`config.mk`:
```
export PLATFORM = sky130hd
export DESIGN_NAME = ctgs_trigger_gen
export DESIGN_NICKNAME = d
export VERILOG_FILES = /design/src/logic/ctgs_pkg.sv /design/src/logic/ctgs_trig_chan.sv /design/src/logic/ctgs_trigger_gen.sv
export SDC_FILE = /design/constraint.sdc
export NUM_CORES = 2
export LEC_CHECK = 0
export BUFFER_PORTS_ARGS = -buffer_cell sky130_fd_sc_hd__buf_2
export CAP_MARGIN = 40
export CORE_ASPECT_RATIO = 0.75
export CORE_MARGIN = 2
export CORE_UTILIZATION = 58
export CTS_CLUSTER_SIZE = 16
export DETAILED_ROUTE_END_ITERATION = 16
export PLACE_DENSITY_LB_ADDON = 0.2
export SKIP_CTS_REPAIR_TIMING = 1
export SLEW_MARGIN = 20
export SYNTH_ARGS = -nofsm -noshare
export SYNTH_HDL_FRONTEND = slang
export SYNTH_SLANG_ARGS = --single-unit
```
`constraint.sdc`:
```
create_clock -name clk_sys -period 33.3 [get_ports clk_sys]
set_clock_uncertainty 0.1 [all_clocks]
set_input_delay 1.665 -clock clk_sys [delete_from_list [all_inputs] [get_ports clk_sys]]
set_output_delay 1.665 -clock clk_sys [all_outputs]
set_load 0.01 [all_outputs]
```
`src/logic/ctgs_pkg.sv`:
```
// ctgs_pkg: shared types and constants for the camera trigger generator and status block.
// assumes one system clock; all users import the whole package.
package ctgs_pkg;

    // trigger types, one independent channel each
    typedef enum logic [3:0] {
        CTGS_ACQ_BEGIN,
        CTGS_ACQ_FINISH,
        CTGS_ACQ_SPAN,
        CTGS_BURST_BEGIN,
        CTGS_BURST_FINISH,
        CTGS_BURST_SPAN,
        CTGS_FRM_BEGIN,
        CTGS_FRM_FINISH,
        CTGS_FRM_SPAN,
        CTGS_ROW_BEGIN,
        CTGS_EXPO_BEGIN,
        CTGS_EXPO_FINISH,
        CTGS_EXPO_SPAN
    } ctgs_trig_type;

    localparam int CTGS_NUM_TYPES = 13;

    typedef enum logic [2:0] {
        CTGS_SENSE_RISE,
        CTGS_SENSE_FALL,
        CTGS_SENSE_BOTH,
        CTGS_SENSE_HI,
        CTGS_SENSE_LO
    } ctgs_sense_type;

    typedef enum logic [1:0] {
        CTGS_OVERLAP_OFF,
        CTGS_OVERLAP_AFTER_EXPOSE,
        CTGS_OVERLAP_ANY_TIME
    } ctgs_overlap_type;

    typedef enum logic [2:0] {
        CTGS_ST_ACQ_WAIT,
        CTGS_ST_ACQ_RUNNING,
        CTGS_ST_ACQ_XFER,
        CTGS_ST_FRM_WAIT,
        CTGS_ST_FRM_RUNNING,
        CTGS_ST_EXPOSING,
        CTGS_ST_FRM_XFER_OLD
    } ctgs_status_type;

    typedef enum logic [1:0] {
        CTGS_CH_IDLE,
        CTGS_CH_WAIT,
        CTGS_CH_BURST
    } ctgs_chan_state_type;

    // source code 0 is software, hardware sources start at 1
    localparam logic [7:0] CTGS_SRC_SOFTWARE = 8'h00;
    localparam logic [7:0] CTGS_SRC_HW_BASE  = 8'h01;

    localparam int CTGS_WAIT_W = 16;
    localparam int CTGS_RATIO_W = 8;

    // reset values of the configuration store
    localparam logic [7:0]              CTGS_RST_SRC    = 8'h00;
    localparam logic [CTGS_WAIT_W-1:0]  CTGS_RST_WAIT   = 16'h0000;
    localparam logic [CTGS_RATIO_W-1:0] CTGS_RST_RATIO  = 8'h01;

endpackage

```
`src/logic/ctgs_trig_chan.sv`:
```
// ctgs_trig_chan: one trigger channel: source pick, sensing, divide, multiply, delay.
// assumes hardware sources are already synchronous to clk_sys.
`timescale 1ns/1ps
module ctgs_trig_chan #(
    parameter int NSRC = 16
) (
    input  wire logic                                clk_sys,
    input  wire logic                                reset,
    input  wire logic                                enable,
    input  wire logic [7:0]                          srcCode,
    input  ctgs_pkg::ctgs_sense_type                 sense,
    input  wire logic [ctgs_pkg::CTGS_RATIO_W-1:0]   divRatio,
    input  wire logic [ctgs_pkg::CTGS_RATIO_W-1:0]   mulRatio,
    input  wire logic [ctgs_pkg::CTGS_WAIT_W-1:0]    waitTime,
    input  wire logic                                swPulse,
    input  wire logic [NSRC-1:0]                     hwSrc,
    output logic                                     validPulse,
    output logic                                     validLevel
);
    import ctgs_pkg::*;

    logic                    isSoftware;
    logic                    srcLvl;
    logic                    prevLvl_ff;
    logic                    rise;
    logic                    fall;
    logic                    hit;
    logic                    passDiv;
    logic [CTGS_RATIO_W-1:0] divCnt_ff;
    logic [CTGS_RATIO_W-1:0] burstCnt_ff;
    logic [CTGS_WAIT_W-1:0]  waitCnt_ff;
    ctgs_chan_state_type     state_ff;

    assign isSoftware = (srcCode == CTGS_SRC_SOFTWARE);

    always_comb begin
        srcLvl = 1'b0;
        for (int i = 0; i < NSRC; i++) begin
            if (srcCode == 8'(i + 1)) begin
                srcLvl = hwSrc[i];
            end
        end
    end

    always_ff @(posedge clk_sys or posedge reset) begin
        if (reset) begin
            prevLvl_ff <= 1'b0;
        end else begin
            prevLvl_ff <= srcLvl;
        end
    end

    assign rise = srcLvl & ~prevLvl_ff;
    assign fall = ~srcLvl & prevLvl_ff;

    // level modes also fire on the edge that makes them active so the pulse path is fed
    always_comb begin
        hit = 1'b0;
        if (enable) begin
            if (isSoftware) begin
                hit = swPulse;
            end else begin
                unique case (sense)
                    CTGS_SENSE_RISE: hit = rise;
                    CTGS_SENSE_FALL: hit = fall;
                    CTGS_SENSE_BOTH: hit = rise | fall;
                    CTGS_SENSE_HI:   hit = rise;
                    CTGS_SENSE_LO:   hit = fall;
                    default:         hit = 1'b0;
                endcase
            end
        end
    end

    always_comb begin
        validLevel = 1'b0;
        if (enable && !isSoftware) begin
            validLevel = (sense == CTGS_SENSE_HI) ? srcLvl :
                         (sense == CTGS_SENSE_LO) ? ~srcLvl : 1'b0;
        end
    end

    // divider: one in every divRatio hits passes; a ratio of zero acts as one
    assign passDiv = hit && ((divCnt_ff + 8'h01) >= divRatio);

    always_ff @(posedge clk_sys or posedge reset) begin
        if (reset) begin
            divCnt_ff <= 8'h00;
        end else if (!enable) begin
            divCnt_ff <= 8'h00;
        end else if (hit) begin
            divCnt_ff <= passDiv ? 8'h00 : divCnt_ff + 8'h01;
        end
    end

    // the delay is common to every multiplied pulse, so delaying the burst start
    // equals delaying each pulse; hits arriving while busy are dropped
    always_ff @(posedge clk_sys or posedge reset) begin
        if (reset) begin
            state_ff    <= CTGS_CH_IDLE;
            waitCnt_ff  <= CTGS_RST_WAIT;
            burstCnt_ff <= 8'h00;
            validPulse  <= 1'b0;
        end else if (!enable) begin
            state_ff    <= CTGS_CH_IDLE;
            waitCnt_ff  <= CTGS_RST_WAIT;
            burstCnt_ff <= 8'h00;
            validPulse  <= 1'b0;
        end else begin
            validPulse <= 1'b0;
            unique case (state_ff)
                CTGS_CH_IDLE: begin
                    if (passDiv) begin
                        burstCnt_ff <= (mulRatio == 8'h00) ? 8'h01 : mulRatio;
                        waitCnt_ff  <= waitTime;
                        state_ff    <= (waitTime == CTGS_RST_WAIT) ? CTGS_CH_BURST
                                                                   : CTGS_CH_WAIT;
                    end
                end
                CTGS_CH_WAIT: begin
                    waitCnt_ff <= waitCnt_ff - 16'h0001;
                    if (waitCnt_ff == 16'h0001) begin
                        state_ff <= CTGS_CH_BURST;
                    end
                end
                CTGS_CH_BURST: begin
                    validPulse  <= 1'b1;
                    burstCnt_ff <= burstCnt_ff - 8'h01;
                    if (burstCnt_ff == 8'h01) begin
                        state_ff <= CTGS_CH_IDLE;
                    end
                end
                default: state_ff <= CTGS_CH_IDLE;
            endcase
        end
    end

endmodule // ctgs_trig_chan

```
`src/logic/ctgs_trigger_gen.sv`:
```
// ctgs_trigger_gen: trigger generation for all trigger types plus acquisition status multiplexer.
// assumes the acquisition engine drives the state inputs and consumes trigPulse/trigLevel.
//
// Functional notes
// - status output shows the flag picked by the status selector.
// - acquisition-wait flag set while waiting for an acquisition trigger.
// - acquisition-running flag set during an acquisition.
// - acquisition-transfer flag set while acquisition data goes out.
// - frame-wait flag set while waiting for a frame start trigger.
// - frame-running flag set while capturing; exposing flag while exposing.
// - each trigger type configured independently, picked by the type selector.
// - each type has its own enable; disabled types never act.
// - sources: software, lines, counter/timer events, user outputs, actions.
// - software command yields one pulse for the selected type.
// - hardware sources sensed by rising, falling, either edge, high or low.
// - overlap policy decides when a new frame start is accepted.
// - programmable delay between trigger reception and action.
// - divider and multiplier scale accepted triggers.
// - stages in order: enable/sense, divide/multiply, delay, overlap.
// - triggers act only after an acquisition start command.
`timescale 1ns/1ps
module ctgs_trigger_gen #(
    parameter int NLINE = 4,
    parameter int NCNT  = 2,
    parameter int NTMR  = 2,
    parameter int NUSR  = 4,
    parameter int NACT  = 2
) (
    input  wire logic                                      clk_sys,
    input  wire logic                                      reset,
    // configuration, written into the type picked by trigTypePick
    input  wire logic                                      cfgWrite,
    input  ctgs_pkg::ctgs_trig_type                        trigTypePick,
    input  wire logic                                      trigEnable,
    input  wire logic [7:0]                                trigInputPick,
    input  ctgs_pkg::ctgs_sense_type                       trigSense,
    input  wire logic [ctgs_pkg::CTGS_WAIT_W-1:0]          trigWaitTime,
    input  wire logic [ctgs_pkg::CTGS_RATIO_W-1:0]         trigDiv,
    input  wire logic [ctgs_pkg::CTGS_RATIO_W-1:0]         trigMul,
    input  ctgs_pkg::ctgs_overlap_type                     trigOverlapPolicy,
    input  wire logic                                      swFire,
    // acquisition commands, one-cycle pulses
    input  wire logic                                      acqStartCmd,
    input  wire logic                                      acqStopCmd,
    // trigger sources
    input  wire logic [NLINE-1:0]                          lineIn,
    input  wire logic [NCNT-1:0]                           cntStart,
    input  wire logic [NCNT-1:0]                           cntEnd,
    input  wire logic [NTMR-1:0]                           tmrStart,
    input  wire logic [NTMR-1:0]                           tmrEnd,
    input  wire logic [NUSR-1:0]                           userOut,
    input  wire logic [NACT-1:0]                           actionIn,
    // internal acquisition state from the engine
    input  wire logic                                      acqWaitFlag,
    input  wire logic                                      acqRunning,
    input  wire logic                                      acqXferFlag,
    input  wire logic                                      frmWaitFlag,
    input  wire logic                                      frmRunning,
    input  wire logic                                      exposing,
    input  ctgs_pkg::ctgs_status_type                      acqStatePick,
    // results
    output logic [ctgs_pkg::CTGS_NUM_TYPES-1:0]            trigPulse,
    output logic [ctgs_pkg::CTGS_NUM_TYPES-1:0]            trigLevel,
    output logic                                           acqArmed,
    output logic                                           acqStateFlag
);
    import ctgs_pkg::*;

    localparam int NSRC = NLINE + 2 * NCNT + 2 * NTMR + NUSR + NACT;

    logic [NLINE-1:0]             lineMeta_ff;
    logic [NLINE-1:0]             lineSync_ff;
    logic [NSRC-1:0]              hwSrc;
    logic [CTGS_NUM_TYPES-1:0]    enable_ff;
    logic [7:0]                   src_ff      [CTGS_NUM_TYPES];
    ctgs_sense_type               sense_ff    [CTGS_NUM_TYPES];
    logic [CTGS_WAIT_W-1:0]       wait_ff     [CTGS_NUM_TYPES];
    logic [CTGS_RATIO_W-1:0]      div_ff      [CTGS_NUM_TYPES];
    logic [CTGS_RATIO_W-1:0]      mul_ff      [CTGS_NUM_TYPES];
    ctgs_overlap_type             overlap_ff;
    logic [CTGS_NUM_TYPES-1:0]    swPulse_ff;
    logic [CTGS_NUM_TYPES-1:0]    chanPulse;
    logic [CTGS_NUM_TYPES-1:0]    chanLevel;
    logic                         frmPending_ff;
    logic                         frmAccept;
    logic                         frmFire;

    // two-stage synchroniser on external lines; only the second stage is read
    always_ff @(posedge clk_sys or posedge reset) begin
        if (reset) begin
            lineMeta_ff <= '0;
            lineSync_ff <= '0;
        end else begin
            lineMeta_ff <= lineIn;
            lineSync_ff <= lineMeta_ff;
        end
    end

    // hardware source numbering: lines, counter start/end, timer start/end, user, action
    assign hwSrc = {actionIn, userOut, tmrEnd, tmrStart, cntEnd, cntStart, lineSync_ff};

    // per-type configuration store
    always_ff @(posedge clk_sys or posedge reset) begin
        if (reset) begin
            enable_ff <= '0;
            for (int i = 0; i < CTGS_NUM_TYPES; i++) begin
                src_ff[i]   <= CTGS_RST_SRC;
                sense_ff[i] <= CTGS_SENSE_RISE;
                wait_ff[i]  <= CTGS_RST_WAIT;
                div_ff[i]   <= CTGS_RST_RATIO;
                mul_ff[i]   <= CTGS_RST_RATIO;
            end
        end else if (cfgWrite) begin
            enable_ff[trigTypePick] <= trigEnable;
            src_ff[trigTypePick]    <= trigInputPick;
            sense_ff[trigTypePick]  <= trigSense;
            wait_ff[trigTypePick]   <= trigWaitTime;
            div_ff[trigTypePick]    <= trigDiv;
            mul_ff[trigTypePick]    <= trigMul;
        end
    end

    always_ff @(posedge clk_sys or posedge reset) begin
        if (reset) begin
            overlap_ff <= CTGS_OVERLAP_OFF;
        end else if (cfgWrite && trigTypePick == CTGS_FRM_BEGIN) begin
            overlap_ff <= trigOverlapPolicy;
        end
    end

    // a software command only fires a type whose source is software; the host
    // must have picked that source first, otherwise the command is ignored
    always_ff @(posedge clk_sys or posedge reset) begin
        if (reset) begin
            swPulse_ff <= '0;
        end else begin
            for (int i = 0; i < CTGS_NUM_TYPES; i++) begin
                swPulse_ff[i] <= swFire && (trigTypePick == ctgs_trig_type'(i))
                                 && (src_ff[i] == CTGS_SRC_SOFTWARE);
            end
        end
    end

    for (genvar g = 0; g < CTGS_NUM_TYPES; g++) begin : gChan
        ctgs_trig_chan #(
            .NSRC (NSRC)
        ) uChan (
            .clk_sys    (clk_sys),
            .reset      (reset),
            .enable     (enable_ff[g]),
            .srcCode    (src_ff[g]),
            .sense      (sense_ff[g]),
            .divRatio   (div_ff[g]),
            .mulRatio   (mul_ff[g]),
            .waitTime   (wait_ff[g]),
            .swPulse    (swPulse_ff[g]),
            .hwSrc      (hwSrc),
            .validPulse (chanPulse[g]),
            .validLevel (chanLevel[g])
        );
    end

    // armed by the acquisition start command, dropped by the stop command
    always_ff @(posedge clk_sys or posedge reset) begin
        if (reset) begin
            acqArmed <= 1'b0;
        end else if (acqStartCmd) begin
            acqArmed <= 1'b1;
        end else if (acqStopCmd) begin
            acqArmed <= 1'b0;
        end
    end

    // frame start overlap: last stage before the engine
    always_comb begin
        unique case (overlap_ff)
            CTGS_OVERLAP_OFF:          frmAccept = !frmRunning;
            CTGS_OVERLAP_AFTER_EXPOSE: frmAccept = !exposing;
            CTGS_OVERLAP_ANY_TIME:     frmAccept = !frmRunning;
            default:                   frmAccept = 1'b0;
        endcase
    end

    // any-time overlap latches one early trigger and releases it when the frame ends
    always_ff @(posedge clk_sys or posedge reset) begin
        if (reset) begin
            frmPending_ff <= 1'b0;
        end else if (!enable_ff[CTGS_FRM_BEGIN] || !acqArmed
                     || overlap_ff != CTGS_OVERLAP_ANY_TIME) begin
            frmPending_ff <= 1'b0;
        end else if (chanPulse[CTGS_FRM_BEGIN] && !frmAccept) begin
            frmPending_ff <= 1'b1;
        end else if (frmAccept) begin
            frmPending_ff <= 1'b0;
        end
    end

    assign frmFire = frmAccept && (chanPulse[CTGS_FRM_BEGIN] || frmPending_ff);

    always_ff @(posedge clk_sys or posedge reset) begin
        if (reset) begin
            trigPulse <= '0;
            trigLevel <= '0;
        end else begin
            for (int i = 0; i < CTGS_NUM_TYPES; i++) begin
                if (i == int'(CTGS_FRM_BEGIN)) begin
                    trigPulse[i] <= acqArmed && frmFire;
                end else begin
                    trigPulse[i] <= acqArmed && chanPulse[i];
                end
                trigLevel[i] <= acqArmed && chanLevel[i];
            end
        end
    end

    // status multiplexer; the deprecated frame-transfer choice reads false
    always_ff @(posedge clk_sys or posedge reset) begin
        if (reset) begin
            acqStateFlag <= 1'b0;
        end else begin
            unique case (acqStatePick)
                CTGS_ST_ACQ_WAIT:     acqStateFlag <= acqWaitFlag;
                CTGS_ST_ACQ_RUNNING:  acqStateFlag <= acqRunning;
                CTGS_ST_ACQ_XFER:     acqStateFlag <= acqXferFlag;
                CTGS_ST_FRM_WAIT:     acqStateFlag <= frmWaitFlag;
                CTGS_ST_FRM_RUNNING:  acqStateFlag <= frmRunning;
                CTGS_ST_EXPOSING:     acqStateFlag <= exposing;
                default:              acqStateFlag <= 1'b0;
            endcase
        end
    end

endmodule // ctgs_trigger_gen
```
# Word-level counts from Yosys, hierarchy flattened
# Index checks and enable logic that the tools add are counted.
dict set report op_classes {
  bitwise_logic 66
  mul 0
  add_sub_neg 39
  muxes 567
  eq_ne 436
  n_div 0
  n_lt_le_gt_ge 17
  n_reduce_logical 240
  shift 0
}
# op n
set ops {}
lappend ops {{$eq 8x4->1 const B} 104}
lappend ops {{$mux 8} 79}
lappend ops {{$mux 16} 27}
lappend ops {{$eq 8x3->1 const B} 52}
lappend ops {{$pmux 16 s2} 13}
lappend ops {{$mux 1} 331}
lappend ops {{$bwmux 104} 3}
lappend ops {{$eq 8x5->1 const B} 39}
lappend ops {{$bwmux 208} 1}
lappend ops {{$eq 16x1->1 const B} 13}
lappend ops {{$eq 8x1->1 const B} 26}
lappend ops {{$eq 8x2->1 const B} 26}
lappend ops {{$logic_not 16->1} 13}
lappend ops {{$logic_not 8->1} 26}
lappend ops {{$pmux 8 s2} 13}
lappend ops {{$sub 16x1->16 const B} 13}
lappend ops {{$mux 2} 65}
lappend ops {{$ne 3x2->1 const B} 39}
lappend ops {{$add 8x1->8 const B} 13}
lappend ops {{$ge 8x8->1} 13}
lappend ops {{$sub 8x1->8 const B} 13}
lappend ops {{$eq 3x2->1 const B} 28}
lappend ops {{$logic_and 1x1->1} 83}
lappend ops {{$ne 3x1->1 const B} 26}
lappend ops {{other kinds (39)} 306}
dict set report totals {
  latchBits 0
  mem_bits_rw 0
  register_bits 1092
  n_memories 0
  rom_bits 0
  in_bits 83
}

# Depth between registers and ports, before layout
dict set report logic_depth {
  word_depth 29
  mapped_depth 18
  mapped_depth_nobuf 14
}

# By module
# A second synthesis with hierarchy kept.
dict set report unflattened {
  cells_unflattened 6249
  area_unflattened_um2 61243.7
}
# mod cells_each instances area_each_um2
set modules_own_cells {}
lappend modules_own_cells {{ctgs_trig_chan at gChan[0].uChan ...} 369 9 2880.3}
lappend modules_own_cells {ctgs_trigger_gen 1409 1 23329.9}
lappend modules_own_cells {{ctgs_trig_chan at gChan[6].uChan ...} 384 3 3005.4}
lappend modules_own_cells {{ctgs_trig_chan at gChan[9].uChan} 367 1 2975.4}

# Least setup slack after synthesis
# Ideal clock, no wire load.
dict set report synth_timing {
  kind {input to register}
  startpoint {in tmrEnd[0]}
  endpoint {reg gChan[10].uChan.waitCnt_ff[5]}
  setup_slack_ns 28.285
  arrival_ns 4.833
  stages 14
  cell_sequence {clkbuf_1 -> mux4_2 -> mux4_2 -> a21oi_1 -> inv_1 -> ha_1 -> and2_1 -> o21ai_0 -> o211ai_1 -> o21a_1 -> a311oi_1 -> clkbuf_1 -> o21ai_0 -> o21ai_0}
}
dict set report synth_via {
  elab_chain_len 17
  elab_cells_between_ends 18
  classes_between {eq/ne: 1; mux: 11; bitwise: 4; reduce/logical: 2}
}
# item line
set synth_lines {}
lappend synth_lines {{start, declared} ctgs_trigger_gen.sv:50} ;# input wire logic [NTMR-1:0] tmrEnd,
lappend synth_lines {{$mux 1 * (8 in series)} ctgs_trig_chan.sv:39} ;# if (srcCode == 8'(i + 1)) begin
lappend synth_lines {{named net gChan[10].uChan.srcLvl} ctgs_trig_chan.sv:23} ;# logic srcLvl;
lappend synth_lines {{$not 1->1} ctgs_trig_chan.sv:54} ;# assign fall = ~srcLvl & prevLvl_ff;
lappend synth_lines {{$and 1x1->1} ctgs_trig_chan.sv:54}
lappend synth_lines {{$or 1x1->1} ctgs_trig_chan.sv:66} ;# CTGS_SENSE_BOTH: hit = rise | fall;
lappend synth_lines {{$pmux 1 s3 *} ctgs_trig_chan.sv:63} ;# unique case (sense)
lappend synth_lines {{$mux 1 *} ctgs_trig_chan.sv:60} ;# if (isSoftware) begin
lappend synth_lines {{$mux 1 *} ctgs_trig_chan.sv:59} ;# if (enable) begin
lappend synth_lines {{$logic_and 1x1->1 *} ctgs_trig_chan.sv:84} ;# assign passDiv = hit && ((divCnt_ff + 8'h01) >= divRatio);
lappend synth_lines {{$ne 3x2->1 (no line) *} --}
lappend synth_lines {{$reduce_and 2->1 (no line) *} --}
lappend synth_lines {{end signal, assigned} ctgs_trig_chan.sv:115} ;# waitCnt_ff <= waitTime;
lappend synth_lines {{end signal, assigned} ctgs_trig_chan.sv:121} ;# waitCnt_ff <= waitCnt_ff - 16'h0001;
lappend synth_lines {{end, declared} ctgs_trig_chan.sv:31} ;# logic [CTGS_WAIT_W-1:0] waitCnt_ff;
# Mark *: on every way through the listed nets, which the timed path passes. The rest lies on a longest branch.
# A chain may end at the register's enable or synchronous reset.

# Final worst setup path
dict set report layout_timing {
  startpoint {in actionIn[0]}
  endpoint {reg gChan[1].uChan.burstCnt_ff[4]}
}
dict set report layout_via {
  elab_chain_len 11
  elab_cells_between_ends 12
  classes_between {eq/ne: 1; mux: 5; bitwise: 4; reduce/logical: 2}
}
# item line
set layout_lines {}
lappend layout_lines {{start, declared} ctgs_trigger_gen.sv:52} ;# input wire logic [NACT-1:0] actionIn,
lappend layout_lines {{$mux 1 * (2 in series)} ctgs_trig_chan.sv:39}
lappend layout_lines {{named net gChan[1].uChan.srcLvl} ctgs_trig_chan.sv:23}
lappend layout_lines {{$not 1->1} ctgs_trig_chan.sv:54}
lappend layout_lines {{$and 1x1->1} ctgs_trig_chan.sv:54}
lappend layout_lines {{$or 1x1->1} ctgs_trig_chan.sv:66}
lappend layout_lines {{$pmux 1 s3 *} ctgs_trig_chan.sv:63}
lappend layout_lines {{$mux 1 *} ctgs_trig_chan.sv:60}
lappend layout_lines {{$mux 1 *} ctgs_trig_chan.sv:59}
lappend layout_lines {{$logic_and 1x1->1 *} ctgs_trig_chan.sv:84}
lappend layout_lines {{$ne 3x2->1 (no line) *} --}
lappend layout_lines {{$reduce_and 2->1 (no line) *} --}
lappend layout_lines {{end signal, assigned} ctgs_trig_chan.sv:114} ;# burstCnt_ff <= (mulRatio == 8'h00) ? 8'h01 : mulRatio;
lappend layout_lines {{end signal, assigned} ctgs_trig_chan.sv:128} ;# burstCnt_ff <= burstCnt_ff - 8'h01;
lappend layout_lines {{end, declared} ctgs_trig_chan.sv:30} ;# logic [CTGS_RATIO_W-1:0] burstCnt_ff;
# Marked as above.

==> impl_metrics.ini <==
[sta]
fmax_mhz = 197
final-setup-viol-count = 0
final.min_clock_period_ns = 5.08
relSlewSlack = 0.362
period_share = 0.153
fin_tns_setup_ns = 0
drv_slew = 0
tightestPinTransition_ns = 0.957
finalWorstSetupSlack_ns = 28.22
grt_setup_unrepaired = false
finalHoldViolations = 0

[setup_path]
rr_worst_depth = 13
cpLargestDelayFamily = compound AO/OA/AOI/OAI gates
cp.required_ns = 33.83
critPathSlowestCell = a211oi_1
cp_common_cell = o21ai_0
crit_path_end_kind = register
worst_ep_arrival_time_ns = 5.61
path_depth = 14
cpPeakStageDelay_ns = 0.68
critPathBufInv = 2
timing.reg2reg.setup_slack_ns = 28.45
crit_start = actionIn[0]
startpoint_type = input port
crit_chain = buf_2 > inv_1 > o21ai_0 > o311a_1 > a31oi_1 > a211oi_1 > ha_1 > nor2_1 > o21ai_0 > o211a_1 > nor3_1 > o21bai_1 > or2_2 > o22ai_1
regToRegStartpoint = lineSync_ff[2]
critical_path_class = input port to register
critPathMaxFanout = 11

[grt]
grt_max_degree = 159
antenna_found_initial = 52
grt_pass1_vias = 44400
grt.overflow.total = 0
grt_util_all_layers = 0.322
grt_first_pass_wirelength_um = 260000

[drt]
wirelength_um = 167000
drc_errors = 0
wire_per_inst_um = 22.8
via_per_inst = 6.48
ant_nets = 0
vias = 47600
drt_iter0_drc = 5505
first_pass_iters = 6

[synthesis]
synthArstFlopShare = 1.00
synthCells = 5905
synth_area_leaders = dfrtp_1 (46%), mux2_2 (10%), o21ai_0 (4.8%)
syn_nets = 6183
netlist_area_um2 = 58300
synth-edff-count = 0
syn_avg_cell_area_um2 = 9.87
synth.distinct_cells = 87
synth_top_area_share = 0.458
yosys_warnings = 0
ys_ff_latch = 1092
yosys.area.top_type = dfrtp_1
synthFlopType = dfrtp_1
ys_seq_area_frac = 0.469

[clock_tree]
clkSlewWorstSetupHoldPaths_ns = 0.06
htree_levels = 3
numClockSinks = 1092
cts_root_buffer = clkbuf_16
clock_latency_ns = 0.72
numCtsBuffers = 107
cts_tree = built
cts_buffer_depth = 3

[hold_path]
hold_depth = 0
min-delay-start = lineMeta_ff[1]
min_path_type = register to register

[power_and_ir_drop]
pwr-share-comb = 0.227
leakage_nw = 29.1
power.density_nw_per_um2 = 62.0
seqPwrFrac = 0.442
clkPwrFrac = 0.331
intPower_mw = 2.70
sw_frac_of_total = 0.323
p_switching_mw = 1.29
ir_drop_mv = 0.0429

[floorplan]
initial_core_util = 0.586
fp.dieArea_um2 = 103000
core-area_um2 = 99500
die_y_um = 279
dieWidth_um = 370
io_pins = 111
rows = 100

[placed_design]
pre_cts_slack_ns = 27.39
place_inst = 7087
portBuffers = 110
dp_hpwl_um = 109000
place_congestion = 0.940
dpl_cell_area_um2 = 60200

[cells_and_area]
area.growth.synth_to_final_pct = 10.5
nets = 6167
drive_above_1_share = 0.169
stdcell_area_um2 = 64400
stdcell_count = 7339
fin_util = 0.648
fill_cells = 7964

[outcome]
status = finished clean

[run]
maxCapViolCount = 0
## final cells by class
type | count | area [um^2] | share of cell area
Clock buffer | 156 | 3180 | 0.0493
Antenna cell | 34 | 85.1 | 0.00132
Inverter | 250 | 946 | 0.0147
Timing Repair Buffer | 199 | 1690 | 0.0263
Clock inverter | 43 | 666 | 0.0103
Tap cell | 1326 | 1660 | 0.0258
Multi-Input combinational cell | 4239 | 28800 | 0.448
Sequential cell | 1092 | 27400 | 0.425
## through the flow
| stage | power, mW | hold WS, ns |
|---|---|---|
| after floorplan | 2.39 | 0.231 |
| after global placement | 2.61 | 0.237 |
| after detailed placement | 2.66 | 0.249 |
| after CTS | 3.98 | 0.255 |
| after global routing | 4.19 | 0.264 |
| final | 3.99 | 0.255 |
## sequential cells by signal, indices dropped and copies added (netlist names), 39 cells and up
| register | flops |
|---|---|
| div_ff | 104 |
| gChan.uChan.waitCnt_ff | 208 |
| gChan.uChan.burstCnt_ff | 104 |
| wait_ff | 208 |
| sense_ff | 39 |
| gChan.uChan.divCnt_ff | 104 |
| mul_ff | 104 |
| src_ff | 104 |
## power groups by stage
stage               clock network (mW)  registers [mW]  logic, mW
floorplan                            0            1.68      0.713
global placement                     0            1.77      0.844
detailed placement                   0            1.78      0.881
CTS                               1.34            1.75      0.888
global route                      1.40            1.79       1.01
finish                            1.32            1.76      0.907
## metal layers
layer / vias up / track usage / wire (um)
met5: - / 0 / 120
met4: 22 / 0.122 / 6260
met3: 353 / 0.0747 / 16200
met2: 2124 / 0.464 / 72000
met1: 23500 / 0.473 / 72600
li1: 21600 / - / -
## cells in the mapped netlist (14+ instances only)
| master | number |
|---|---|
| mux2_2 | 523 |
| buf_1 | 14 |
| o211ai_1 | 43 |
| o22ai_1 | 34 |
| o21ai_0 | 563 |
| a21o_1 | 46 |
| o211a_1 | 29 |
| mux4_2 | 22 |
| nor2_1 | 438 |
| ha_1 | 195 |
| a221oi_1 | 14 |
| inv_1 | 249 |
| o2bb2ai_1 | 18 |
| or4_1 | 17 |
| a22oi_1 | 55 |
| mux2i_1 | 42 |
| nand3b_1 | 19 |
| xnor2_1 | 43 |
| o21bai_1 | 17 |
| nor3b_1 | 42 |
| nand2_1 | 412 |
| or3_1 | 44 |
| clkbuf_1 | 304 |
| a21oi_1 | 356 |
| nor3_1 | 227 |
| and2_1 | 50 |
| or2_2 | 14 |
| o31ai_1 | 32 |
| a21boi_0 | 17 |
| nor2b_1 | 49 |
| o311a_1 | 15 |
| and3_1 | 60 |
| a31oi_1 | 53 |
| dfrtp_1 | 1066 |
| a22o_1 | 69 |
| dfstp_2 | 26 |
| xor2_1 | 51 |
| o221ai_1 | 32 |
| a211oi_1 | 25 |
| nand2b_1 | 59 |
| nand3_1 | 165 |
| nor4_1 | 156 |
| o21a_1 | 17 |
## worst reg2reg max path, cell delays in order, from the launching register on
cell	delay, ns
dfrtp_1	0.78
inv_1	0.27
a311oi_1	0.35
a211oi_1	0.09
or4b_2	0.64
a31oi_1	0.50
ha_1	0.36
nor2_1	0.11
o21ai_0	0.08
o211ai_1	0.12
o21ai_0	0.30
o21ai_0	0.67
o21ai_0	0.20
o2bb2ai_1	0.16
## cell families (layout without fill, tap and decap cells)
group / after synthesis / after routing / synth area share
and+or+nand+nor: 1808 / 1808 / 0.153
AOI/OAI and AO/OA: 1555 / 1555 / 0.168
DFF: 1092 / 1092 / 0.469
muxes: 587 / 587 / 0.117
buffers and inverters: 574 / 648 / 0.0373
adders and majority gates: 195 / 195 / 0.0419
xor gates and xnor gates: 94 / 94 / 0.0141
other: 0 / 34 / 0
## placed cells by master (no fill, tap or decap), drive strengths merged, types with 156 or more instances in the layout
cell    instances
nor4          156
a21oi         356
buf           194
nand3         165
clkbuf        161
o21ai         568
ha            195
nor3          230
dfrtp        1066
nand2         413
inv           252
nor2          438
mux2          523
## worst paths after layout
kind                                                      end
worst max-delay path            gChan[1].uChan.burstCnt_ff[4]
worst min-delay path                           lineSync_ff[1]
worst max register to register  gChan[4].uChan.burstCnt_ff[3]
worst min register to register                 lineSync_ff[1]
max in group asynchronous                          mul_ff[64]
min in group asynchronous                          div_ff[35]
(Power assumes the default switching activity.)
